### config.mk
export PLATFORM = sky130hd
export DESIGN_NAME = bpd_config_regs
export DESIGN_NICKNAME = d
export VERILOG_FILES = /design/src/verilog/bpd_pkg.sv /design/src/verilog/bpd_wake_flag.sv /design/src/verilog/bpd_config_regs.sv
export SDC_FILE = /design/constraint.sdc
export NUM_CORES = 1
export LEC_CHECK = 0
export BUFFER_PORTS_ARGS = -buffer_cell sky130_fd_sc_hd__buf_2
export CORE_UTILIZATION = 51
export CTS_BUF_LIST = sky130_fd_sc_hd__clkbuf_16
export DETAILED_ROUTE_END_ITERATION = 16
export PLACE_DENSITY = 0.71
export SLEW_MARGIN = 20
export SYNTH_ARGS = -nofsm -noshare
export SYNTH_HDL_FRONTEND = slang
export SYNTH_SLANG_ARGS = --single-unit
### constraint.sdc
create_clock -name aclk -period 2.38 [get_ports aclk]
set_input_delay 0.476 -clock aclk [delete_from_list [all_inputs] [get_ports aclk]]
set_output_delay 0.476 -clock aclk [all_outputs]
set_load 0.005 [all_outputs]
### src/verilog/bpd_pkg.sv
// ====================================================================
// bridge power/dma configuration package
// ====================================================================
package bpd_pkg;

   // ================================================================
   // register byte offsets
   // ================================================================
   localparam logic [7:0] OFS_SUBSYS_ID   = 8'h40;
   localparam logic [7:0] OFS_LEGACY_BASE = 8'h44;
   localparam logic [7:0] OFS_PM_CAP      = 8'h80;
   localparam logic [7:0] OFS_PM_CSR      = 8'h84;
   localparam logic [7:0] OFS_DMA_SETUP   = 8'h88;
   localparam logic [7:0] OFS_MISC_CTRL   = 8'h98;
   localparam logic [7:0] OFS_HW_STATUS   = 8'h9C;

   // ================================================================
   // field layouts and constant values
   // ================================================================
   localparam logic [1:0]  LEGACY_IO_IND   = 2'h1;
   localparam logic [7:0]  PM_CAP_ID       = 8'h01;
   localparam logic [7:0]  PM_NEXT_PTR     = 8'h00;
   localparam logic [2:0]  PM_REVISION     = 3'h1;
   localparam logic [12:0] PM_CAP_FLAGS    = 13'h1FC2;
   localparam logic [1:0]  DMA_SIZE_8BIT   = 2'h0;
   localparam int          CSR_WAKE_EN_BIT = 8;
   localparam int          CSR_WAKE_ST_BIT = 15;

   // ================================================================
   // reset values
   // ================================================================
   localparam logic [31:0] RST_SUBSYS_ID   = 32'h0000_0000;
   localparam logic [29:0] RST_LEGACY_BASE = 30'h0000_0000;
   localparam logic [1:0]  RST_PWR_STATE   = 2'h0;
   localparam logic [31:0] RST_DMA_SETUP   = 32'h0000_0000;

   // ================================================================
   // axi answers
   // ================================================================
   localparam logic [1:0]  RESP_OKAY       = 2'h0;
   localparam logic [1:0]  RESP_SLVERR     = 2'h2;

   // socket power states
   typedef enum logic [1:0]
   {
      BPD_D0 = 2'h0,
      BPD_D1 = 2'h1,
      BPD_D2 = 2'h2,
      BPD_D3 = 2'h3
   } bpd_pstate_t;

   // dma configuration seen by the socket logic
   typedef struct packed
   {
      logic        allowed;
      logic        wide16;
      logic        ext_addr;
      logic [27:0] io_base;
   } bpd_dma_cfg_t;

endpackage : bpd_pkg

### src/verilog/bpd_wake_flag.sv
// ====================================================================
// wake status flag and wake pin request
// ====================================================================
module bpd_wake_flag
   import bpd_pkg::*;
(
   // clock and reset
   input  wire logic aclk,
   input  wire logic aresetn,
   // event and control
   input  wire logic wake_event,
   input  wire logic clear_req,
   input  wire logic enable,
   // results
   output logic      status_q,
   output logic      wake_req_q
);

   logic status_d;

   // set wins over a simultaneous clear
   assign status_d = wake_event | (status_q & ~clear_req);

   // sticky status and gated wake request
   always_ff @(posedge aclk)
   begin
      if (!aresetn)
      begin
         status_q   <= 1'b0;
         wake_req_q <= 1'b0;
      end
      else
      begin
         status_q   <= status_d;
         wake_req_q <= status_d & enable;
      end
   end

   // ================================================================
   // assertions
   // ================================================================
   property p_wake_set;
      @(posedge aclk) disable iff (!aresetn)
      wake_event |=> status_q;
   endproperty
   a_wake_set: assert property (p_wake_set)
      else $error("wake status not set by event");

   property p_wake_clear;
      @(posedge aclk) disable iff (!aresetn)
      (clear_req && !wake_event) |=> !status_q;
   endproperty
   a_wake_clear: assert property (p_wake_clear)
      else $error("wake status not cleared");

endmodule : bpd_wake_flag

### src/verilog/bpd_config_regs.sv
// Contract
// - subsystem id holds vendor id low half, device id high half
// - writes to subsystem id ignored while the lock bit is set
// - legacy base bits 1:0 always read 01
// - legacy base 31:2 writable; window decode off while zero
// - capability byte 0 is read-only power management id
// - next item pointer reads zero
// - power management revision reads 001
// - capability reports wake from all states, aux power, no dsi, no data
// - capability reports D1 and D2 supported
// - no full-speed clock needed for wake; clock-run supported
// - power state field encodes D0 to D3 as 00 to 11
// - wake requests on wake pin only while wake enable set
// - data select and data scale read zero
// - wake status sets on event; write one clears, zero no effect
// - control/status bits 23:16 read zero
// - dma allowed only with channel enable and a request enable
// - transfer size 00 is 8-bit, all else 16-bit
// - extended addressing bit enables extended dma addressing
// - dma setup bits 31:4 hold dma register i/o base
// - lock bit resets to zero and locks subsystem id
module bpd_config_regs
   import bpd_pkg::*;
#(
   parameter int ADDR_W = 8
)
(
   // clock and reset
   input  wire logic               aclk,
   input  wire logic               aresetn,
   // axi write address
   input  wire logic [ADDR_W-1:0]  s_axi_awaddr,
   input  wire logic [2:0]         s_axi_awprot,
   input  wire logic               s_axi_awvalid,
   output logic                    s_axi_awready,
   // axi write data
   input  wire logic [31:0]        s_axi_wdata,
   input  wire logic [3:0]         s_axi_wstrb,
   input  wire logic               s_axi_wvalid,
   output logic                    s_axi_wready,
   // axi write response
   output logic [1:0]              s_axi_bresp,
   output logic                    s_axi_bvalid,
   input  wire logic               s_axi_bready,
   // axi read address
   input  wire logic [ADDR_W-1:0]  s_axi_araddr,
   input  wire logic [2:0]         s_axi_arprot,
   input  wire logic               s_axi_arvalid,
   output logic                    s_axi_arready,
   // axi read data
   output logic [31:0]             s_axi_rdata,
   output logic [1:0]              s_axi_rresp,
   output logic                    s_axi_rvalid,
   input  wire logic               s_axi_rready,
   // socket side inputs
   input  wire logic               wake_event,
   input  wire logic [1:0]         dma_request_enable,
   // socket side outputs
   output logic                    wake_pin_req,
   output bpd_pstate_t             power_state,
   output logic                    legacy_decode_en,
   output logic [29:0]             legacy_io_base,
   output bpd_dma_cfg_t            dma_cfg
);

   // ================================================================
   // elaboration checks
   // ================================================================
   if (ADDR_W < 8)
   begin : g_chk
      $error("ADDR_W must be at least 8");
   end

   // ================================================================
   // registers
   // ================================================================
   logic               aw_full_q;
   logic [ADDR_W-1:0]  aw_addr_q;
   logic               w_full_q;
   logic [31:0]        w_data_q;
   logic [3:0]         w_strb_q;
   logic [31:0]        subsys_id_q;
   logic [29:0]        legacy_base_q;
   logic [1:0]         pwr_state_q;
   logic               wake_en_q;
   logic [31:0]        dma_setup_q;
   logic               id_lock_q;
   logic [1:0]         dma_request_line_q1, dma_request_line_q2;
   logic               wake_status, wake_req_i;

   // ================================================================
   // write path decode
   // ================================================================
   logic               wr_fire, wr_hit, wake_clear;
   logic [31:0]        wmask, wr_merge_id, wr_merge_leg, wr_merge_dma;
   logic               sel_id, sel_leg, sel_csr, sel_dma, sel_misc;
   logic [7:0]         wofs;

   // fire once both halves of the write are held and no answer pending
   assign wr_fire  = aw_full_q & w_full_q & ~s_axi_bvalid;
   assign wofs     = aw_addr_q[7:0];
   assign wmask    = {{8{w_strb_q[3]}}, {8{w_strb_q[2]}},
                      {8{w_strb_q[1]}}, {8{w_strb_q[0]}}};
   assign sel_id   = wr_fire & (wofs == OFS_SUBSYS_ID);
   assign sel_leg  = wr_fire & (wofs == OFS_LEGACY_BASE);
   assign sel_csr  = wr_fire & (wofs == OFS_PM_CSR);
   assign sel_dma  = wr_fire & (wofs == OFS_DMA_SETUP);
   assign sel_misc = wr_fire & (wofs == OFS_MISC_CTRL);
   assign wr_hit   = (wofs == OFS_SUBSYS_ID) | (wofs == OFS_LEGACY_BASE)
                   | (wofs == OFS_PM_CAP) | (wofs == OFS_PM_CSR)
                   | (wofs == OFS_DMA_SETUP) | (wofs == OFS_MISC_CTRL)
                   | (wofs == OFS_HW_STATUS);
   assign wr_merge_id  = (subsys_id_q & ~wmask) | (w_data_q & wmask);
   assign wr_merge_leg = ({legacy_base_q, LEGACY_IO_IND} & ~wmask)
                       | (w_data_q & wmask);
   assign wr_merge_dma = (dma_setup_q & ~wmask) | (w_data_q & wmask);
   // write one to status bit clears it
   assign wake_clear   = sel_csr & w_strb_q[1] & w_data_q[CSR_WAKE_ST_BIT];

   // ================================================================
   // axi write channel holding
   // ================================================================
   always_ff @(posedge aclk)
   begin
      if (!aresetn)
      begin
         aw_full_q <= 1'b0;
         aw_addr_q <= '0;
         w_full_q  <= 1'b0;
         w_data_q  <= 32'h0000_0000;
         w_strb_q  <= 4'h0;
      end
      else
      begin
         if (s_axi_awvalid & s_axi_awready)
         begin
            aw_full_q <= 1'b1;
            aw_addr_q <= s_axi_awaddr;
         end
         else if (wr_fire)
            aw_full_q <= 1'b0;
         if (s_axi_wvalid & s_axi_wready)
         begin
            w_full_q <= 1'b1;
            w_data_q <= s_axi_wdata;
            w_strb_q <= s_axi_wstrb;
         end
         else if (wr_fire)
            w_full_q <= 1'b0;
      end
   end

   // ready flags and write response
   always_ff @(posedge aclk)
   begin
      if (!aresetn)
      begin
         s_axi_awready <= 1'b0;
         s_axi_wready  <= 1'b0;
         s_axi_bvalid  <= 1'b0;
         s_axi_bresp   <= RESP_OKAY;
      end
      else
      begin
         s_axi_awready <= ~aw_full_q & ~(s_axi_awvalid & s_axi_awready);
         s_axi_wready  <= ~w_full_q & ~(s_axi_wvalid & s_axi_wready);
         if (wr_fire)
         begin
            s_axi_bvalid <= 1'b1;
            s_axi_bresp  <= wr_hit ? RESP_OKAY : RESP_SLVERR;
         end
         else if (s_axi_bready)
            s_axi_bvalid <= 1'b0;
      end
   end

   // ================================================================
   // configuration registers
   // ================================================================
   always_ff @(posedge aclk)
   begin
      if (!aresetn)
      begin
         subsys_id_q   <= RST_SUBSYS_ID;
         legacy_base_q <= RST_LEGACY_BASE;
         pwr_state_q   <= RST_PWR_STATE;
         wake_en_q     <= 1'b0;
         dma_setup_q   <= RST_DMA_SETUP;
         id_lock_q     <= 1'b0;
      end
      else
      begin
         if (sel_id & ~id_lock_q)
            subsys_id_q <= wr_merge_id;
         if (sel_leg)
            legacy_base_q <= wr_merge_leg[31:2];
         if (sel_csr & w_strb_q[0])
            pwr_state_q <= w_data_q[1:0];
         if (sel_csr & w_strb_q[1])
            wake_en_q <= w_data_q[CSR_WAKE_EN_BIT];
         if (sel_dma)
            dma_setup_q <= wr_merge_dma;
         if (sel_misc & w_strb_q[0])
            id_lock_q <= w_data_q[0];
      end
   end

   // ================================================================
   // wake status flag
   // ================================================================
   bpd_wake_flag u_wake
   (
      .aclk       (aclk),
      .aresetn    (aresetn),
      .wake_event (wake_event),
      .clear_req  (wake_clear),
      .enable     (wake_en_q),
      .status_q   (wake_status),
      .wake_req_q (wake_req_i)
   );

   // request enables from a neighbouring block pass a synchroniser
   always_ff @(posedge aclk)
   begin
      if (!aresetn)
      begin
         dma_request_line_q1 <= 2'h0;
         dma_request_line_q2 <= 2'h0;
      end
      else
      begin
         dma_request_line_q1 <= dma_request_enable;
         dma_request_line_q2 <= dma_request_line_q1;
      end
   end

   // ================================================================
   // read path
   // ================================================================
   logic [31:0] rd_cap, rd_csr, rd_mux;
   logic [7:0]  rofs;
   logic        rd_hit;

   assign rofs   = s_axi_araddr[7:0];
   assign rd_cap = {PM_CAP_FLAGS, PM_REVISION, PM_NEXT_PTR, PM_CAP_ID};
   // data fields and bits 23:16 stay zero
   assign rd_csr = {16'h0000, wake_status, 6'h00, wake_en_q,
                    6'h00, pwr_state_q};
   assign rd_hit = (rofs == OFS_SUBSYS_ID) | (rofs == OFS_LEGACY_BASE)
                 | (rofs == OFS_PM_CAP) | (rofs == OFS_PM_CSR)
                 | (rofs == OFS_DMA_SETUP) | (rofs == OFS_MISC_CTRL)
                 | (rofs == OFS_HW_STATUS);
   assign rd_mux = (rofs == OFS_SUBSYS_ID)   ? subsys_id_q
                 : (rofs == OFS_LEGACY_BASE) ? {legacy_base_q, LEGACY_IO_IND}
                 : (rofs == OFS_PM_CAP)      ? rd_cap
                 : (rofs == OFS_PM_CSR)      ? rd_csr
                 : (rofs == OFS_DMA_SETUP)   ? dma_setup_q
                 : (rofs == OFS_MISC_CTRL)   ? {31'h0000_0000, id_lock_q}
                 : (rofs == OFS_HW_STATUS)   ? {29'h0000_0000, dma_request_line_q2, wake_req_i}
                 : 32'h0000_0000;

   // read answer one cycle after address acceptance
   always_ff @(posedge aclk)
   begin
      if (!aresetn)
      begin
         s_axi_arready <= 1'b0;
         s_axi_rvalid  <= 1'b0;
         s_axi_rdata   <= 32'h0000_0000;
         s_axi_rresp   <= RESP_OKAY;
      end
      else
      begin
         s_axi_arready <= ~s_axi_rvalid & ~(s_axi_arvalid & s_axi_arready);
         if (s_axi_arvalid & s_axi_arready)
         begin
            s_axi_rvalid <= 1'b1;
            s_axi_rdata  <= rd_mux;
            s_axi_rresp  <= rd_hit ? RESP_OKAY : RESP_SLVERR;
         end
         else if (s_axi_rready)
            s_axi_rvalid <= 1'b0;
      end
   end

   // ================================================================
   // socket side outputs
   // ================================================================
   always_ff @(posedge aclk)
   begin
      if (!aresetn)
      begin
         wake_pin_req     <= 1'b0;
         power_state      <= BPD_D0;
         legacy_decode_en <= 1'b0;
         legacy_io_base   <= RST_LEGACY_BASE;
         dma_cfg          <= '0;
      end
      else
      begin
         wake_pin_req     <= wake_req_i;
         power_state      <= bpd_pstate_t'(pwr_state_q);
         legacy_decode_en <= (legacy_base_q != 30'h0000_0000);
         legacy_io_base   <= legacy_base_q;
         dma_cfg.allowed  <= dma_setup_q[0] & (|dma_request_line_q2);
         dma_cfg.wide16   <= (dma_setup_q[2:1] != DMA_SIZE_8BIT);
         dma_cfg.ext_addr <= dma_setup_q[3];
         dma_cfg.io_base  <= dma_setup_q[31:4];
      end
   end

   // ================================================================
   // assertions
   // ================================================================
   property p_lock_holds_id;
      @(posedge aclk) disable iff (!aresetn)
      (id_lock_q && sel_id) |=> $stable(subsys_id_q);
   endproperty
   a_lock_holds_id: assert property (p_lock_holds_id)
      else $error("subsystem id changed while locked");
   property p_decode_off_zero;
      @(posedge aclk) disable iff (!aresetn)
      (legacy_base_q == 30'h0000_0000) |=> !legacy_decode_en;
   endproperty
   a_decode_off_zero: assert property (p_decode_off_zero)
      else $error("legacy decode on with zero base");
   property p_wake_gate;
      @(posedge aclk) disable iff (!aresetn)
      wake_pin_req |-> $past(wake_en_q, 2);
   endproperty
   a_wake_gate: assert property (p_wake_gate)
      else $error("wake request without enable");
   property p_dma_allowed;
      @(posedge aclk) disable iff (!aresetn)
      dma_cfg.allowed |-> ($past(dma_setup_q[0]) && ($past(dma_request_line_q2) != 2'h0));
   endproperty
   a_dma_allowed: assert property (p_dma_allowed)
      else $error("dma allowed without enables");
   property p_size_map;
      @(posedge aclk) disable iff (!aresetn)
      (dma_setup_q[2:1] == DMA_SIZE_8BIT) ##1 $stable(dma_setup_q) |-> !dma_cfg.wide16;
   endproperty
   a_size_map: assert property (p_size_map)
      else $error("8-bit size reported as 16-bit");
   property p_csr_zero;
      @(posedge aclk) disable iff (!aresetn)
      s_axi_rvalid && $rose(s_axi_rvalid) && ($past(rofs) == OFS_PM_CSR)
      |-> (s_axi_rdata[31:16] == 16'h0000) && (s_axi_rdata[14:9] == 6'h00);
   endproperty
   a_csr_zero: assert property (p_csr_zero)
      else $error("control/status zero fields nonzero");
   property p_lock_reset;
      @(posedge aclk)
      !aresetn |=> !id_lock_q;
   endproperty
   a_lock_reset: assert property (p_lock_reset)
      else $error("lock bit not cleared by reset");

endmodule : bpd_config_regs

Word level (Yosys, flattened, before mapping)

Cells that the tools add are included.

Output and inout bits: 106
Memories kept: 0
Bits in latches: 0
RAM bits: 0
Bits of input ports: 68
Bits in read-only memories: 0
Bits in registers: 256

Bitwise logic cells: 51
Reductions and logical operators: 7
$lt $le $gt $ge: 0
Shifts and indexed selects: 0
Divide/modulo/power cells: 0
Add/sub/neg operators: 0
Multiply operators: 0
Muxes and demuxes: 16
Equal/unequal tests: 14

Operators with widths:

| kind                                          | number |
|---|---|
| two-way mux 32 bit                            | 5 |
| AND 32 bit                                    | 4 |
| OR 32 bit                                     | 3 |
| == test 8 bit, second input constant          | 10 |
| == test 8 x 7 -> 1 bit, second input constant | 4 |
| inverter 32 bit                               | 1 |
| nonzero test 30 bit                           | 1 |
| AND 1 bit                                     | 21 |
| OR 1 bit                                      | 13 |
| nonzero test 2 bit                            | 5 |
| inverter 1 bit                                | 9 |
| two-way mux 1 bit                             | 7 |
| two-way mux 3 bit                             | 2 |
| two-way mux 2 bit                             | 2 |
| OR reduction 2 bit                            | 1 |

Logic depth before layout (Yosys ltp)

Word-level depth: 9
Gate-level depth with buffers: 6
Mapped depth without buffers: 4

By module

A second synthesis with hierarchy kept.

Cells, all modules: 1033
Area, all modules: 9825.7 sq um

Modules (own cells, without submodules):

| module          | area each (sq um) | times used | cells each |
|---|---|---|---|
| bpd_config_regs | 9754.4            | 1          | 1028 |
| bpd_wake_flag   | 71.3              | 1          | 5 |

Worst setup path after synthesis

OpenSTA, ideal clock, no wires.

Path kind: input-to-reg
From: input port s_axi_araddr[4]
To: register s_axi_rdata[22]
Path slack: 0.436 ns
Stages on the path: 5
Arrival time: 1.826 ns
Setup time: 0.118 ns
Required time: 2.262 ns
Path buffers: 1
Cells stage by stage: or4_4 -> or4_4 -> buf_2 -> o21ai_1 -> o21ai_1

Cells in the longest elaborated chain, start to end: 6

RTL lines:

| element                | line                   | RTL |
|---|---|---|
| from (decl)            | bpd_config_regs.sv:46  | `input wire logic [ADDR_W-1:0] s_axi_araddr,` |
| == test 8 bit          | bpd_config_regs.sv:257 | `: (rofs == OFS_DMA_SETUP) ? dma_setup_q` |
| two-way mux 32 bit     | bpd_config_regs.sv:257 |  |
| two-way mux 32 bit     | bpd_config_regs.sv:256 | `: (rofs == OFS_PM_CSR) ? rd_csr` |
| two-way mux 32 bit     | bpd_config_regs.sv:255 | `: (rofs == OFS_PM_CAP) ? rd_cap` |
| two-way mux 32 bit     | bpd_config_regs.sv:254 | `: (rofs == OFS_LEGACY_BASE) ? {legacy_base_q, LEGACY_IO_IND}` |
| two-way mux 32 bit (*) | bpd_config_regs.sv:253 | `assign rd_mux = (rofs == OFS_SUBSYS_ID) ? subsys_id_q` |
| to (signal assigned)   | bpd_config_regs.sv:278 | `s_axi_rdata <= rd_mux;` |
| to (decl)              | bpd_config_regs.sv:51  | `output logic [31:0] s_axi_rdata,` |

Every way passes the cells marked *; elsewhere a longest branch is shown, timed or not.
A chain may end at the register's enable or synchronous reset.

==> results.md <==
Routing:
- After detailed routing, the average wire length per cell comes to approximately 17 um.
- The via density per instance is 5.28.
- The number of remaining DRC errors is 0.
- The routed length on met3 is around 1500 um.
- The wire length on met2 is ~11,000 um.
- After the first detailed-routing iteration, the DRC count stood at roughly 410.
- The detailed router placed between 7,000 and 8,000 vias in this run.
- After detailed routing, the total wire length is 24,300 um.
- The highest layer used for signal routing is met4.
- The final antenna-violating net count is 0.
- After detailed routing, the wire length on met1 is 11,000 um.
- The iteration count of the initial detailed-routing pass is 5.

Placed design:
- Routability-driven placement finished with a final weighted congestion of ~0.84.
- The number of input and output port buffers inserted is approximately 170.
- The wire-length estimate of the detail-placed layout is ~16,000 um.

Clock tree:
- For the worst-skew pair, the clock arrives at the later sink with an insertion delay of about 0.52 ns.
- The number of buffers on the longest clock path is 3.
- The TritonCTS clock tree is built.
- TritonCTS created 26 clock buffers.
- In this run, post-CTS repair resized a total of 0 instances.
- The H-tree depth reported by CTS is 1.
- Hold repair after CTS inserted 0 buffers.
- The number of post-CTS setup repair buffers is 0.
- The tree built by TritonCTS fans out to between 200 and 300 sinks.
- The cell sitting at the root of the clock tree is a sky130_fd_sc_hd__clkbuf_16.
- After clock tree synthesis, the clock-pin slew on the worst setup and hold paths is about 0.060 ns.

Global routing:
- The via count of the first global-routing pass is between 7,000 and 8,000.
- The number of antenna violations at the first check in global routing is 3.
- The overall overflow remaining after global route is 0.
- The first global-routing pass estimated around 39,000 um of wire.
- The maximum number of pins on one net before global-route repair is 80.
- The global-route total usage across every layer is between 20% and 30%.

Yosys:
- During synthesis, Yosys emitted a total of 0 warnings.
- Yosys attributes the largest share of cell area to sky130_fd_sc_hd__dfxtp_1 (52%), sky130_fd_sc_hd__mux2i_1 (7.1%), sky130_fd_sc_hd__and2_1 (4.8%).
- The average cell area after synthesis is slightly below 10 um^2.
- The number of different library cells used by synthesis comes to 55.
- The number of synthesized register bits is roughly 250.
- The async set-reset flop share out of synthesis is 0%.
- The area share of the largest cell type after synthesis is 51.7%.
- The sequential share of the synthesized area is between 50% and 60%.
- The synthesized cell area is just under 0.01 mm^2.
- The number of enable flip-flop cells after synthesis is 0.
- The cell count after synthesis is ~1,000.
- The library cell occupying the most area in the post-synthesis netlist is sky130_fd_sc_hd__dfxtp_1.
- The flip-flop cell with the highest count after synthesis is sky130_fd_sc_hd__dfxtp_1.

Critical path:
- The data arrival time of the critical path is ~2.5 ns.
- STA classifies the critical path endpoint as a register.
- The kind of start point of the critical path is a register.
- Walking the worst path, the cells encountered are or3b_2, nor4_4, buf_12, nand2_1, a21bo_2.
- The maximum fanout along the worst path is 20.
- STA puts the critical path data required time at 2.78 ns.
- The category of the most critical setup path is register to register.
- The delay of the slowest critical-path stage is around 0.5 ns.
- The slowest stage of the critical path is the sky130_fd_sc_hd__or3b_2 cell.
- Grouping stages by cell kind, the critical path spends the most delay in simple AND/OR/NAND/NOR gates.
- The number of buffers and inverters on the critical path is 1.

Timing:
- The final critical path takes up about nine tenths of the cycle.
- The worst pin sits at a relative slew slack of around 60%.
- The slew at the pin closest to its max-slew limit is 0.609 ns.
- On the final layout, the worst hold slack is between 0.15 and 0.2 ns.
- The number of pins with negative max-slew slack in the final report is 0.
- Setup repair after global routing left no endpoint under its margin.
- After routing, the total negative slack on setup checks comes to 0 ns.
- After layout, the minimum clock period comes to roughly 2.1 ns.
- The maximum clock frequency is around 470 MHz.
- The number of hold-slack violations in the final timing report is 0.
- The setup violation total in the final timing report is 0.
- Between clock sinks in the finished design, the worst skew comes to ~0.011 ns.

Final layout:
- The layout has between 1,500 and 2,000 filler cells.
- Relative to the synthesized area, the layout overhead comes to 19.5%.
- The library cells used most frequently in the layout, excluding fill and tap cells, are sky130_fd_sc_hd__dfxtp_1 (254), sky130_fd_sc_hd__buf_2 (164), sky130_fd_sc_hd__nand2_1 (115), sky130_fd_sc_hd__and2_1 (75), sky130_fd_sc_hd__mux2i_1 (70).
- The count of nets after finishing is between 1,000 and 1,500.
- In the final layout, the share of cells above drive strength 1 is around a quarter.
- The commonest non-fill, non-tap cell in the layout is sky130_fd_sc_hd__dfxtp_1.

Power and ir drop:
- The total design power is between 0.008 and 0.009 W.
- For this design the ratio of total power to cell area is about 720 mW/mm^2.
- The leakage power total is 5.27 nW.
- For this design the total switching power over the nets is around 0.0019 W.
- The net switching share of the total power is around 22%.
- The clock network burns between 40% and 50% of the power.
- The share of total power dissipated in combinational logic is under 10%.
- Cell internal power was estimated by the tool at ~0.0066 W.
- VDD sags by at most just under 0.6 mV.
- Sequential cells account for 51.3% of the total power.

Floorplan:
- The floorplan die height is ~140 um.
- From left edge to right edge, the die measures 141 um.
- The core region is approximately 0.019 mm^2.
- For this configuration, the core starts out at a cell density of between 50% and 60%.
- The area of the die is 0.0199 mm^2.
- For this design the top-level I/O count stands at between 150 and 200.
- The cell row count is 50.

Job:
- The tool flagged a number of max-cap violations equal to 0.

Run status:
- The run finished with clean final reports.

Min path:
- The worst hold path class is primary input to register.
-- worst register-to-register path, stage by stage, from the launching register on --
cell                      delay [ns]
sky130_fd_sc_hd__dfxtp_1        0.40
sky130_fd_sc_hd__or3b_2         0.52
sky130_fd_sc_hd__nor4_4         0.30
sky130_fd_sc_hd__buf_12         0.22
sky130_fd_sc_hd__nand2_1        0.28
sky130_fd_sc_hd__a21bo_2        0.31
-- stage by stage --
stage,setup WS [ns],instance area (um^2),cells,util (%)
5_1_grt,0.128,11800,1438,62.4
3_5_place_dp,0.173,11000,1394,58.3
6_report,0.248,11800,1440,62.5
4_1_cts,0.246,11800,1437,62.4
2_1_floorplan,0.436,9840,1005,-
3_3_place_gp,0.176,11000,1394,58.3
-- area by class of cell --
| cell class | instances | area [um^2] | area share [%] |
|---|---|---|---|
| antenna | 3 | 7.51 | 0.0638 |
| clock buffer | 27 | 676 | 5.75 |
| clock inverter | 16 | 103 | 0.872 |
| inverter | 8 | 30.0 | 0.255 |
| multi-input combinational | 674 | 4430 | 37.7 |
| sequential | 254 | 5080 | 43.2 |
| tap | 260 | 325 | 2.77 |
| timing repair buffer | 198 | 1100 | 9.39 |
-- logic make-up (layout without fill, tap and decap cells) --
logic type	count (synthesis)	count (layout)	share of synthesized area, %
buffers and inverters	77	249	3.46
muxes	76	76	7.81
xor gates and xnor gates	1	1	0.0890
and+or+nand+nor	401	401	23.0
AOI/OAI and AO/OA	194	194	13.9
other	1	5	0.0381
DFF	254	254	51.7
-- power by group through the flow --
stage / Sequential [W] / Clock (W) / Combinational, W
floorplan: 0.00443 / 0 / 0.000254
global placement: 0.00445 / 0 / 0.000392
detailed placement: 0.00445 / 0 / 0.000397
CTS: 0.00436 / 0.00382 / 0.000399
global route: 0.00436 / 0.00398 / 0.000441
finish: 0.00436 / 0.00374 / 0.000399
-- synthesized netlist by cell type (all sizes together), types with 3 or more instances --
library cell / n
nor2b: 68
nand3b: 3
a21oi: 13
o21ai: 60
nor4: 14
a32oi: 3
a31o: 4
dfxtp: 254
a211oi: 4
and3: 3
mux2: 6
a21bo: 28
nor3b: 5
nor3: 3
o31ai: 4
nand2: 117
and3b: 3
nand4: 41
nand2b: 26
mux2i: 70
or3: 4
nand3: 21
clkbuf: 49
buf: 20
a22oi: 20
or4: 3
a21boi: 47
inv: 8
and2: 75
o21a: 5
nor2: 7
-- per-layer routing --
| metal | vias up | GRT usage [%] |
|---|---|---|
| met1 | 3526 | 33.0 |
| met3 | 33 | 4.52 |
| met4 | 0 | 7.04 |
| met2 | 240 | 41.1 |
| met5 | - | 0 |
| li1 | 3805 | - |
-- path summary, 6_finish.rpt --
path                                      from                                end  slack (ns)  cells past startpoint
max                  aw_addr_q[7]$_SDFFE_PN0P_                           register        0.25                      5
min reg2reg  dma_request_line_q1[0]$_SDFF_PN0_  dma_request_line_q2[0]$_SDFF_PN0_        0.44                      1
min                      dma_request_enable[1]  dma_request_line_q1[1]$_SDFF_PN0_        0.17                      2
max reg2reg          aw_addr_q[7]$_SDFFE_PN0P_                           register        0.25                      5
(Power assumes the default switching activity.)
